===== config.mk =====
export PLATFORM = sky130hd
export DESIGN_NAME = arqc_ctrl
export DESIGN_NICKNAME = d
export VERILOG_FILES = /design/src/common/arqc_pkg.sv /design/src/hdl/arqc_queue.sv /design/src/hdl/arqc_conv_timer.sv /design/src/hdl/arqc_ctrl.sv
export SDC_FILE = /design/constraint.sdc
export NUM_CORES = 1
export LEC_CHECK = 0
export ABC_AREA = 1
export BUFFER_PORTS_ARGS = -buffer_cell sky130_fd_sc_hd__buf_2
export CORE_ASPECT_RATIO = 0.9
export CORE_MARGIN = 3
export CORE_UTILIZATION = 55
export CTS_CLUSTER_SIZE = 10
export DETAILED_ROUTE_END_ITERATION = 16
export PLACE_DENSITY = 0.83
export SLEW_MARGIN = 25
export SYNTH_ARGS = -nofsm -noshare
export SYNTH_HDL_FRONTEND = slang
export SYNTH_SLANG_ARGS = --single-unit

===== constraint.sdc =====
create_clock -name I_CLOCK -period 3.6 [get_ports I_CLOCK]
set_input_delay 0.36 -clock I_CLOCK [delete_from_list [all_inputs] [get_ports I_CLOCK]]
set_output_delay 0.36 -clock I_CLOCK [all_outputs]
set_load 0.01 [all_outputs]

===== src/common/arqc_pkg.sv =====
// Shared constants of the ADC request queue control block
package arqc_pkg;
	// ----------------------------------------
	// Widths and depths
	// ----------------------------------------
	localparam int ADDR_W = 8;
	localparam int DATA_W = 32;
	localparam int CH_W   = 3;
	localparam int N_CH   = 8;
	localparam int QDEPTH = 16;
	localparam int LVL_W  = 5;
	localparam int FLAG_W = 10;
	localparam int CNT_W  = 8;
	localparam logic [LVL_W-1:0] QFULL_LVL = 5'h10;
	localparam logic [CH_W-1:0]  SCAN_LAST = 3'h7;

	// ----------------------------------------
	// Register offsets
	// ----------------------------------------
	localparam logic [ADDR_W-1:0] OFF_CON   = 8'h00;
	localparam logic [ADDR_W-1:0] OFF_CMD   = 8'h04;
	localparam logic [ADDR_W-1:0] OFF_STAT  = 8'h08;
	localparam logic [ADDR_W-1:0] OFF_QREQ  = 8'h0C;
	localparam logic [ADDR_W-1:0] OFF_AP    = 8'h10;
	localparam logic [ADDR_W-1:0] OFF_CHIN  = 8'h14;
	localparam logic [ADDR_W-1:0] OFF_SERVICE_NODE_POINTERS  = 8'h18;
	localparam logic [ADDR_W-1:0] OFF_FLAGS = 8'h20;
	localparam logic [ADDR_W-1:0] OFF_MASK  = 8'h24;
	localparam logic [2:0]        CHANNEL_CONTROL_SEL = 3'h2;

	// ----------------------------------------
	// Field positions
	// ----------------------------------------
	localparam int CON_QEN     = 0;
	localparam int CON_TEST    = 1;
	localparam int CON_SCAN_LO = 2;
	localparam int CON_WARN_LO = 4;
	localparam int CON_WARN_EN = 8;
	localparam int CON_CIR     = 9;
	localparam int CMD_QUEUE_ENABLE_CLEAR    = 0;
	localparam int CMD_QUEUE_ENABLE_SET    = 1;
	localparam int CMD_QRS     = 2;
	localparam int AP_QUEUE    = 0;
	localparam int AP_INJ      = 1;
	localparam int STAT_FULL   = 5;
	localparam int STAT_BUSY   = 6;
	localparam int STAT_SRC_LO = 8;
	localparam int FLAG_SCAN   = 8;
	localparam int FLAG_WARN   = 9;

	// ----------------------------------------
	// Codes and reset values
	// ----------------------------------------
	localparam logic [2:0] SRC_NONE  = 3'h0;
	localparam logic [2:0] SRC_SCAN  = 3'h1;
	localparam logic [2:0] SRC_INJ   = 3'h2;
	localparam logic [2:0] SRC_QUEUE = 3'h6;
	localparam logic [1:0] SCAN_OFF    = 2'h0;
	localparam logic [1:0] SCAN_SINGLE = 2'h1;
	localparam logic [LVL_W-1:0] LVL_RST = 5'h00;
	localparam logic [CNT_W-1:0] CNT_RST = 8'h00;

	// ----------------------------------------
	// Timing
	// ----------------------------------------
	localparam int CLK_MHZ      = 100;
	localparam int CONV_TIME_NS = 500;
	localparam logic [CNT_W-1:0] CONV_CYC = CNT_W'((CONV_TIME_NS * CLK_MHZ + 999) / 1000);
endpackage


===== src/hdl/arqc_queue.sv =====
// Sixteen stage conversion request queue
`timescale 1ns/10ps
module arqc_queue
	import arqc_pkg::*;
(
	input  wire logic                       i_clk,
	input  wire logic                       i_srst,
	input  wire logic                       i_push,
	input  wire logic [arqc_pkg::CH_W-1:0]  i_chan,
	input  wire logic                       i_pop,
	input  wire logic                       i_clear,
	output logic      [arqc_pkg::LVL_W-1:0] o_level,
	output logic                            o_full,
	output logic      [arqc_pkg::CH_W-1:0]  o_head
);
	typedef struct packed {
		logic [QDEPTH-1:0][CH_W-1:0] ent;
		logic [LVL_W-1:0]            lvl;
	} arqc_q_t;

	arqc_q_t cur_ff;
	arqc_q_t nxt_q;

	always_comb begin
		nxt_q = cur_ff;
		if (i_clear) begin
			nxt_q.lvl = LVL_RST;
		end else begin
			if (i_pop && cur_ff.lvl != LVL_RST) begin
				for (int i = 0; i < QDEPTH - 1; i++) begin
					nxt_q.ent[i] = cur_ff.ent[i+1];
				end
				nxt_q.lvl = LVL_W'(cur_ff.lvl - 5'h01);
			end
			if (i_push && nxt_q.lvl != QFULL_LVL) begin
				nxt_q.ent[nxt_q.lvl[3:0]] = i_chan;
				nxt_q.lvl = LVL_W'(nxt_q.lvl + 5'h01);
			end
		end
	end

	always_ff @(posedge i_clk) begin
		if (i_srst)
			cur_ff <= '0;
		else
			cur_ff <= nxt_q;
	end

	assign o_level = cur_ff.lvl;
	assign o_full  = (cur_ff.lvl == QFULL_LVL);
	assign o_head  = cur_ff.ent[0];
endmodule


===== src/hdl/arqc_conv_timer.sv =====
// Conversion duration counter
`timescale 1ns/10ps
module arqc_conv_timer
	import arqc_pkg::*;
(
	input  wire logic i_clk,
	input  wire logic i_srst,
	input  wire logic i_start,
	input  wire logic i_cancel,
	output logic      o_busy,
	output logic      o_done
);
	typedef struct packed {
		logic [CNT_W-1:0] cnt;
		logic             done;
	} arqc_tm_t;

	arqc_tm_t cur_ff;
	arqc_tm_t nxt_t;

	always_comb begin
		nxt_t      = cur_ff;
		nxt_t.done = 1'b0;
		if (i_start)
			nxt_t.cnt = CONV_CYC;
		else if (i_cancel)
			nxt_t.cnt = CNT_RST;
		else if (cur_ff.cnt != CNT_RST) begin
			nxt_t.cnt  = CNT_W'(cur_ff.cnt - 8'h01);
			nxt_t.done = (cur_ff.cnt == 8'h01);
		end
	end

	always_ff @(posedge i_clk) begin
		if (i_srst)
			cur_ff <= '0;
		else
			cur_ff <= nxt_t;
	end

	assign o_busy = (cur_ff.cnt != CNT_RST);
	assign o_done = cur_ff.done;
endmodule


===== src/hdl/arqc_ctrl.sv =====
// Request queue and source arbitration control of the converter
`timescale 1ns/10ps
module arqc_ctrl
	import arqc_pkg::*;
(
	input  wire logic                        I_CLOCK,
	input  wire logic                        I_SRST,
	input  wire logic [arqc_pkg::ADDR_W-1:0] I_ADDR,
	input  wire logic [arqc_pkg::DATA_W-1:0] I_WDATA,
	input  wire logic                        I_WR,
	input  wire logic                        I_RD,
	output logic      [arqc_pkg::DATA_W-1:0] O_RDATA,
	output logic                             O_IRQ,
	output logic                             O_CONV_START,
	output logic      [arqc_pkg::CH_W-1:0]   O_CONV_CHAN,
	output logic                             O_BUSY
);
	import arqc_pkg::*;

	// ----------------------------------------
	// State
	// ----------------------------------------
	typedef struct packed {
		logic              q_en;
		logic              test_mode;
		logic [1:0]        scan_mode;
		logic [3:0]        warn_lvl;
		logic              warn_en;
		logic              cir_en;
		logic              ap_queue;
		logic              ap_inj;
		logic [CH_W-1:0]   inj_chan;
		logic              scan_ie;
		logic [N_CH-1:0]   chan_ie;
		logic [FLAG_W-1:0] flags;
		logic [FLAG_W-1:0] mask;
		logic [2:0]        run_src;
		logic [CH_W-1:0]   run_chan;
		logic              bk_valid;
		logic [2:0]        bk_src;
		logic [CH_W-1:0]   bk_chan;
		logic [CH_W-1:0]   scan_idx;
		logic              start;
		logic [DATA_W-1:0] rdata;
	} arqc_state_t;

	arqc_state_t cur_ff;
	arqc_state_t nxt_s;

	logic [LVL_W-1:0] q_lvl;
	logic             q_full;
	logic [CH_W-1:0]  q_head;
	logic             q_push;
	logic             q_pop;
	logic             q_clear;
	logic             q_accept;
	logic             t_busy;
	logic             t_done;
	logic             t_start;
	logic             t_cancel;

	// ----------------------------------------
	// Decoding helpers
	// ----------------------------------------
	function automatic logic wr_hit(input logic [ADDR_W-1:0] off);
		return I_WR && (I_ADDR == off);
	endfunction

	function automatic logic [LVL_W-1:0] warn_thr(input logic [3:0] setting);
		if (setting == 4'h0)
			return 5'h00;
		return LVL_W'({1'b0, setting} + 5'h01);
	endfunction

	// ----------------------------------------
	// Submodules
	// ----------------------------------------
	arqc_queue u_queue (
		.i_clk   (I_CLOCK),
		.i_srst  (I_SRST),
		.i_push  (q_accept),
		.i_chan  (I_WDATA[CH_W-1:0]),
		.i_pop   (q_pop),
		.i_clear (q_clear),
		.o_level (q_lvl),
		.o_full  (q_full),
		.o_head  (q_head)
	);

	arqc_conv_timer u_timer (
		.i_clk    (I_CLOCK),
		.i_srst   (I_SRST),
		.i_start  (t_start),
		.i_cancel (t_cancel),
		.o_busy   (t_busy),
		.o_done   (t_done)
	);

	// ----------------------------------------
	// Next state
	// ----------------------------------------
	always_comb begin
		nxt_s       = cur_ff;
		nxt_s.start = 1'b0;
		nxt_s.rdata = '0;
		q_pop       = 1'b0;
		t_start     = 1'b0;
		t_cancel    = 1'b0;
		q_clear     = wr_hit(OFF_CMD) && I_WDATA[CMD_QRS];
		q_push      = wr_hit(OFF_QREQ);

		// Register writes
		if (wr_hit(OFF_CON)) begin
			nxt_s.q_en      = I_WDATA[CON_QEN];
			nxt_s.test_mode = I_WDATA[CON_TEST];
			nxt_s.scan_mode = I_WDATA[CON_SCAN_LO+:2];
			nxt_s.warn_lvl  = I_WDATA[CON_WARN_LO+:4];
			nxt_s.warn_en   = I_WDATA[CON_WARN_EN];
			nxt_s.cir_en    = I_WDATA[CON_CIR];
			nxt_s.scan_idx  = '0;
		end
		if (wr_hit(OFF_CMD)) begin
			if (I_WDATA[CMD_QUEUE_ENABLE_CLEAR])
				nxt_s.q_en = 1'b0;
			if (I_WDATA[CMD_QUEUE_ENABLE_SET])
				nxt_s.q_en = 1'b1;
		end
		if (q_clear)
			nxt_s.ap_queue = 1'b0;
		if (wr_hit(OFF_AP)) begin
			nxt_s.ap_queue = cur_ff.ap_queue & I_WDATA[AP_QUEUE];
			nxt_s.ap_inj   = cur_ff.ap_inj & I_WDATA[AP_INJ];
		end
		if (wr_hit(OFF_CHIN)) begin
			nxt_s.inj_chan = I_WDATA[CH_W-1:0];
			nxt_s.ap_inj   = 1'b1;
		end
		if (wr_hit(OFF_SERVICE_NODE_POINTERS))
			nxt_s.scan_ie = I_WDATA[0];
		if (wr_hit(OFF_MASK))
			nxt_s.mask = I_WDATA[FLAG_W-1:0];
		if (I_WR && I_ADDR[7:5] == CHANNEL_CONTROL_SEL)
			nxt_s.chan_ie[I_ADDR[4:2]] = I_WDATA[0];
		if (wr_hit(OFF_FLAGS)) begin
			if (cur_ff.test_mode)
				nxt_s.flags = cur_ff.flags | I_WDATA[FLAG_W-1:0];
			else
				nxt_s.flags = cur_ff.flags & ~I_WDATA[FLAG_W-1:0];
		end

		// Completion of the running conversion
		if (t_done) begin
			if (cur_ff.chan_ie[cur_ff.run_chan])
				nxt_s.flags[cur_ff.run_chan] = 1'b1;
			if (cur_ff.run_src == SRC_SCAN && cur_ff.run_chan == SCAN_LAST) begin
				if (cur_ff.scan_ie)
					nxt_s.flags[FLAG_SCAN] = 1'b1;
				if (cur_ff.scan_mode == SCAN_SINGLE)
					nxt_s.scan_mode = SCAN_OFF;
			end
		end

		// Arbitration: injection, repeat, queue, autoscan
		if (t_busy) begin
			if (nxt_s.cir_en && nxt_s.ap_inj && !cur_ff.bk_valid && cur_ff.run_src != SRC_INJ) begin
				t_cancel       = 1'b1;
				nxt_s.bk_valid = 1'b1;
				nxt_s.bk_src   = cur_ff.run_src;
				nxt_s.bk_chan  = cur_ff.run_chan;
				t_start        = 1'b1;
				nxt_s.run_src  = SRC_INJ;
				nxt_s.run_chan = nxt_s.inj_chan;
				nxt_s.ap_inj   = 1'b0;
			end
		end else if (cur_ff.bk_valid && !nxt_s.ap_inj) begin
			t_start        = 1'b1;
			nxt_s.bk_valid = 1'b0;
			nxt_s.run_src  = cur_ff.bk_src;
			nxt_s.run_chan = cur_ff.bk_chan;
		end else if (nxt_s.ap_inj) begin
			t_start        = 1'b1;
			nxt_s.run_src  = SRC_INJ;
			nxt_s.run_chan = nxt_s.inj_chan;
			nxt_s.ap_inj   = 1'b0;
		end else if (nxt_s.q_en && nxt_s.ap_queue && q_lvl != LVL_RST && !q_clear) begin
			t_start        = 1'b1;
			q_pop          = 1'b1;
			nxt_s.run_src  = SRC_QUEUE;
			nxt_s.run_chan = q_head;
			if (q_lvl == 5'h01)
				nxt_s.ap_queue = 1'b0;
			if (nxt_s.warn_en && LVL_W'(q_lvl - 5'h01) == warn_thr(nxt_s.warn_lvl))
				nxt_s.flags[FLAG_WARN] = 1'b1;
		end else if (nxt_s.scan_mode != SCAN_OFF) begin
			t_start        = 1'b1;
			nxt_s.run_src  = SRC_SCAN;
			nxt_s.run_chan = nxt_s.scan_idx;
			nxt_s.scan_idx = CH_W'(nxt_s.scan_idx + 3'h1);
		end
		nxt_s.start = t_start;

		// Append a request, refused only when every stage is taken
		q_accept = q_push && (q_lvl != QFULL_LVL || q_pop);
		if (q_accept)
			nxt_s.ap_queue = 1'b1;

		// Read data, one cycle after the strobe
		if (I_RD) begin
			if (I_ADDR[7:5] == CHANNEL_CONTROL_SEL)
				nxt_s.rdata = DATA_W'(cur_ff.chan_ie[I_ADDR[4:2]]);
			else begin
				unique case (I_ADDR)
					OFF_CON: begin
						nxt_s.rdata[CON_QEN]          = cur_ff.q_en;
						nxt_s.rdata[CON_TEST]         = cur_ff.test_mode;
						nxt_s.rdata[CON_SCAN_LO+:2]   = cur_ff.scan_mode;
						nxt_s.rdata[CON_WARN_LO+:4]   = cur_ff.warn_lvl;
						nxt_s.rdata[CON_WARN_EN]      = cur_ff.warn_en;
						nxt_s.rdata[CON_CIR]          = cur_ff.cir_en;
					end
					OFF_STAT: begin
						nxt_s.rdata[LVL_W-1:0]        = q_lvl;
						nxt_s.rdata[STAT_FULL]        = q_full;
						nxt_s.rdata[STAT_BUSY]        = t_busy;
						nxt_s.rdata[STAT_SRC_LO+:3]   = t_busy ? cur_ff.run_src : SRC_NONE;
					end
					OFF_AP: begin
						nxt_s.rdata[AP_QUEUE]         = cur_ff.ap_queue;
						nxt_s.rdata[AP_INJ]           = cur_ff.ap_inj;
					end
					OFF_CHIN:  nxt_s.rdata[CH_W-1:0]   = cur_ff.inj_chan;
					OFF_SERVICE_NODE_POINTERS:  nxt_s.rdata[0]          = cur_ff.scan_ie;
					OFF_FLAGS: nxt_s.rdata[FLAG_W-1:0] = cur_ff.flags;
					OFF_MASK:  nxt_s.rdata[FLAG_W-1:0] = cur_ff.mask;
					default:   nxt_s.rdata             = '0;
				endcase
			end
		end
	end

	// ----------------------------------------
	// State register
	// ----------------------------------------
	always_ff @(posedge I_CLOCK) begin
		if (I_SRST)
			cur_ff <= '0;
		else
			cur_ff <= nxt_s;
	end

	// ----------------------------------------
	// Outputs
	// ----------------------------------------
	assign O_RDATA      = cur_ff.rdata;
	assign O_IRQ        = |(cur_ff.flags & cur_ff.mask);
	assign O_CONV_START = cur_ff.start;
	assign O_CONV_CHAN  = cur_ff.run_chan;
	assign O_BUSY       = t_busy;
endmodule


; Word level (Yosys, flattened, before mapping)
; Index checks and enable logic that the tools add are counted.
[word_totals]
register_bits = 155
wordCells = 224
input_bits = 44
[classes]
n_mux = 90
addsub = 5
n_reduce_logical = 48
magnitude_cmp = 7
n_eq_ne = 20
n_bitwise = 11
[ops]
columns = operator, count
row1 = two-way mux 50 bit, 3
row2 = two-way mux 10 bit, 5
row3 = bitwise mux 48 bit, 1
row4 = two-way mux 1 bit, 40
row5 = two-way mux 6 bit, 6
row6 = two-way mux 5 bit, 6
row7 = logical AND 1 bit, 25
row8 = == test 8 x 5 -> 1 bit (second input constant), 3
row9 = two-way mux 3 bit, 8
row10 = AND 10 bit, 2
row11 = == test 8 x 4 -> 1 bit (second input constant), 2
row12 = == test 8 x 6 -> 1 bit (second input constant), 2
row13 = one-hot mux 4 bit (4 select lines), 1
row14 = two-way mux 7 bit, 2
row15 = two-way mux 13 bit, 1
row16 = demux 3 bit (select 4 bit), 1
row17 = two-way mux 2 bit, 5
row18 = inequality test 5 bit (second input constant), 2
row19 = NOT 10 bit, 1
row20 = bitwise OR 10 bit, 1
row21 = bitwise OR 10 x 8 -> 10 bit, 1
row22 = nonzero test 5 bit, 2
row23 = OR reduction 10 bit, 1
row24 = bitwise mux 8 bit, 1
row25 = 43 further kinds, 59

; Logic depth before layout (Yosys ltp)
[logic_depth]
depth_word = 25
ltp_mapped = 23

; By module
; A second synthesis with hierarchy kept.
[hier_totals]
hier_cells = 1298
area_unflattened_um2 = 8471.9
[by_module_without_submodules]
columns = mod, seq_area_each_um2, area_per_inst_um2, cells_each, instances
row1 = arqc_ctrl, 1441.4, 4359.2, 644, 1
row2 = arqc_queue, 1061.0, 3590.9, 587, 1
row3 = arqc_conv_timer, 180.2, 521.8, 67, 1

; Least setup slack after synthesis
; Ideal clock, no wire load.
[synth_timing]
path_type = flip-flop to flip-flop
from = register u_timer.cur_ff[1] (netlist name)
to = register u_queue.cur_ff[31] (netlist name)
slack_ns = 0.856
t_arrival_ns = 2.612
required_time_ns = 3.468
setup_time_ns = 0.132
stages_incl_launch_ff = 22
period_less_slack_ns = 2.744
path_cell_list = dfxtp_1 inv_1 ha_1 nand2_1 nor2_1 inv_1 nor2_2 nand4_2 buf_6 o21ai_0 nand2_1 inv_1 ha_1 inv_1 nor2_1 nand2_4 nand2_4 inv_4 buf_6 buf_6 nand2_1 a21oi_1
[synth_between]
elab_chain_len = 11
elab_cells_between_ends = 16
classes_between = order compare: 2 / eq/ne: 1 / mux: 7 / reduce/logical: 6
[synth_lines]
columns = element, line_no
row1 = "start, declared", arqc_conv_timer.sv:18  ; arqc_tm_t cur_ff;
row2 = "start signal, assigned", arqc_conv_timer.sv:38  ; cur_ff <= nxt_t;
row3 = nonzero test 8 bit *, arqc_conv_timer.sv:41  ; assign o_busy = (cur_ff.cnt != CNT_RST);
row4 = two-way mux 1 bit *, arqc_ctrl.sv:164  ; if (t_busy) begin
row5 = logical AND 1 bit, arqc_queue.sv:29  ; if (i_pop && cur_ff.lvl != LVL_RST) begin
row6 = two-way mux 50 bit, arqc_queue.sv:29
row7 = two-way mux 50 bit, arqc_queue.sv:26  ; if (i_clear) begin
row8 = less-than comparator 4 x 5 -> 1 bit (not written as such) / greater-or-equal comparator 4 x 1 -> 1 bit (equally long branches), arqc_queue.sv:36  ; nxt_q.ent[nxt_q.lvl[3:0]] = i_chan;
row9 = logical AND 1 bit (not written as such), arqc_queue.sv:36
row10 = two-way mux 3 bit (not written as such), arqc_queue.sv:36
row11 = demux 3 bit (select 4 bit), --
row12 = bitwise mux 48 bit, arqc_queue.sv:36
row13 = two-way mux 50 bit *, arqc_queue.sv:35  ; if (i_push && nxt_q.lvl != QFULL_LVL) begin
row14 = "end signal, assigned", arqc_queue.sv:46  ; cur_ff <= nxt_q;
row15 = "end, declared", arqc_queue.sv:21  ; arqc_q_t cur_ff;
; Every way passes the cells marked *; elsewhere a longest branch is shown, timed or not. The select of a mux whose other input is x is not followed.
; A chain may end at the register's enable or synchronous reset.

; Final worst setup path
[layout_timing]
from = register u_timer.cur_ff[1] (netlist name)
to = register u_queue.cur_ff[45] (netlist name)
; The elaborated chain is that of the path after synthesis.

==> flow_summary.toml <==
[run_status]
result_of_the_run = "completed"

[drt]
route.antenna.remaining_nets = 0
wire_per_inst_um = 14.8
drtPass1Iterations = 7
initialDrtViolationCount = 1072
vias = 8012
met1_length_mm = 9.14
dr.max_layer_used = "met4"
route.final.wire_length_mm = 20.9
route.met3.wl_mm = 2.15
drcViolationCount = 0
met2_length_mm = 9.19
detail_route.vias_per_cell = 5.67

[synthesis]
mux_share_of_post_synthesis_cell_area = 0
synth_top_flop_cell = "sky130_fd_sc_hd__dfxtp_1"
synthTopCellsByArea = "sky130_fd_sc_hd__dfxtp_1 34%, sky130_fd_sc_hd__nand2_1 18%, sky130_fd_sc_hd__a21oi_1 7.1%"
netlist-cell-type-count = 46
synth_commonest_cells = "376 x sky130_fd_sc_hd__nand2_1, 134 x sky130_fd_sc_hd__dfxtp_1, 111 x sky130_fd_sc_hd__a21oi_1, 111 x sky130_fd_sc_hd__o21ai_0, 107 x sky130_fd_sc_hd__inv_1"
post-synth-top-count-cell = "sky130_fd_sc_hd__nand2_1"
synth-seq-area-share = 0.344
synth_simple_gate_area_frac = 0.303
syn_inst = 1204
synth_compound_gate_area_share = 0.200
synth_top_area_frac = 0.344
synth_top_family_by_area = "simple AND/OR/NAND/NOR gates"
synth_async_sr_flop_share = 0
ys_ff_latch = 134
synth_fa_ha_area_frac = 0.0176
synth.avg_cell_area_um2 = 6.48
post_synth_xor_area_fraction = 0.0124
number_of_warnings_issued_by_yosys = 0
syn-cell-area_um2 = 7800
post-synth-top-area-cell = "sky130_fd_sc_hd__dfxtp_1"
synth_enable_flop_cells = 0

[sta]
final-max-slew-violation-count = 0
unrepaired_setup_endpoints_after_global_routing = "no"
timing.final.crit_period_ns = 3.21
clock_skew_ns = 0.00654
hold_viol_final = 0
relSlewSlack = 0.350
timing.final.setup_violations = 0
timing.fmax_mhz = 311
worst-slew-pin-transition_ns = 0.975
tns_ns = 0
timing.final.crit_share = 0.892

[cts]
total_number_of_clock_tree_sinks = 134
cts_buffers = 17
h-tree-depth = 4
cts_tree = "built"
cts_hold_buf = 0
clkSlewWorstSetupHoldPaths_ns = 0.06
cts-root-to-sink-buffers = 2
cts_root_buf = "sky130_fd_sc_hd__clkbuf_16"
clock_latency_of_the_later_clocked_register_in_the_worst_skew_pair_ns = 0.43

[place]
dp_hpwl_mm = 13.8
port_buffers = 38
place_congestion = 0.984

[setup_path]
timing.critical_path.fanout_max = 49
timing.critical_path.to_type = "register"
critical_path_arrival_ns = 3.55
critical_path_class = "register to register"
crit_path_start_kind = "register"
timing.critical_path.required_ns = 3.94
r2r.worst_path.cells = 17

[power]
power_leakage_nw = 3.50
irDropWorstVdd_mv = 0.510
report.power.total_mw = 3.92
power_density_nw_per_um2 = 457

[grt]
initial_antenna_violation_count = 0
grt_first_pass_wirelength_mm = 34.2
grt.total_usage = 0.262
via_count_of_the_first_global_routing_pass = 7079
grt-ovfl-total = 0
largest_net_degree_at_the_start_of_global_routing = 90

[floorplanning]
num_io_pins = 82
core.rowCount = 40
dieWidth_um = 132
die_area_um2 = 15600
initial_core_util = 0.573
coreArea_um2 = 13600
dieHeight_um = 119

[finish]
antennaDiodeCount = 0
drive_above_1_share = 0.0973
nNetsFinal = 1265
fillerInstances = 1258
growth_of_design_area_from_synthesis_to_finish_pct = 9.88

[hold_path]
holdCritPathClass = "input pin to register"
min_path_cells = 3

[job]
cap_violations = 0
sequential cells by signal, indices dropped and copies added (netlist names):
register	count
u_queue.o_level	5
O_RDATA	11
u_queue.o_head	3
u_timer.o_done	1
cur_ff	57
O_CONV_START	1
O_CONV_CHAN	3
u_timer.cur_ff	8
u_queue.cur_ff	45
what timing repair did:
item / CTS / global route
setup endpoints to repair: 0 / 49
setup buffers: 0 / 0
gates resized for setup: 0 / 5
worst max-delay path, stage by stage (launching register included):
cell and delay (ns):
sky130_fd_sc_hd__dfxtp_1 0.34, sky130_fd_sc_hd__inv_1 0.13, sky130_fd_sc_hd__ha_1 0.20, sky130_fd_sc_hd__nand2_1 0.08, sky130_fd_sc_hd__nor2_1 0.12, sky130_fd_sc_hd__inv_1 0.08, sky130_fd_sc_hd__nor2_2 0.19, sky130_fd_sc_hd__nand4_4 0.22
sky130_fd_sc_hd__nor2_4 0.20, sky130_fd_sc_hd__buf_4 0.27, sky130_fd_sc_hd__nand2_1 0.13, sky130_fd_sc_hd__nand2_4 0.23, sky130_fd_sc_hd__nor2_8 0.10, sky130_fd_sc_hd__nand2_4 0.12, sky130_fd_sc_hd__nand2_8 0.14, sky130_fd_sc_hd__inv_8 0.28
sky130_fd_sc_hd__nand2_1 0.12, sky130_fd_sc_hd__a21oi_1 0.15
per-layer routing:
| metal | vias to the layer above | global-route usage |
|---|---|---|
| met1 | 3615 | 0.367 |
| met3 | 48 | 0.0646 |
| li1 | 3918 | - |
| met4 | 0 | 0.0866 |
| met2 | 431 | 0.397 |
| met5 | - | 0 |
cell type report:
cell class	count	area [µm²]	share of cell area
Inverter	114	435	0.0508
Sequential cell	134	2680	0.313
Clock buffer	23	488	0.0569
Tap cell	189	236	0.0276
Timing Repair Buffer	57	345	0.0403
Clock inverter	9	118	0.0137
Multi-Input combinational cell	886	4260	0.498
through the flow:
stage                     setup slack, ns   util  instances  hold WS, ns  cell area (µm²)
after floorplan                     0.856      -       1224        0.425             7870
after global placement              0.144  0.582       1380        0.441             7930
after detailed placement           0.0933  0.582       1380        0.447             7930
after CTS                          0.0518  0.627       1412        0.178             8530
after global routing               0.0898  0.630       1412        0.187             8570
final                               0.389  0.630       1412        0.180             8570
worst paths after layout:
path	start	slack (ns)	end
max reg2reg	u_timer.cur_ff[1]	0.39	u_queue.cur_ff[45]
max	u_timer.cur_ff[1]	0.39	u_queue.cur_ff[45]
min	I_RD	0.18	O_RDATA[0]
min reg2reg	cur_ff[39]	0.45	cur_ff[39]
cell families (layout without fill, tap and decap cells):
kind of cell / after synthesis / after routing
compound gates: 281 / 281
simple gates: 562 / 562
buf+inv: 204 / 203
xor+xnor: 11 / 11
fa+ha+maj: 11 / 11
other cells: 1 / 21
flops: 134 / 134
placed cells by master (no fill, tap or decap), types with 11 or more instances in the layout:
cell	count
sky130_fd_sc_hd__clkbuf_16	17
sky130_fd_sc_hd__o22ai_1	18
sky130_fd_sc_hd__inv_1	107
sky130_fd_sc_hd__o21ai_0	111
sky130_fd_sc_hd__buf_2	38
sky130_fd_sc_hd__ha_1	11
sky130_fd_sc_hd__conb_1	21
sky130_fd_sc_hd__dfxtp_1	134
sky130_fd_sc_hd__nand4_1	15
sky130_fd_sc_hd__nand2_1	376
sky130_fd_sc_hd__buf_4	18
sky130_fd_sc_hd__nor2_1	80
sky130_fd_sc_hd__a21oi_1	111
sky130_fd_sc_hd__nand3_1	58
where the power goes:
group          internal [mW]  switching (mW)
logic                  0.165           0.425
registers               1.53          0.0329
clock network           1.10           0.672
total                   2.79            1.13
Note: power is estimated with default switching activity, not from simulation.
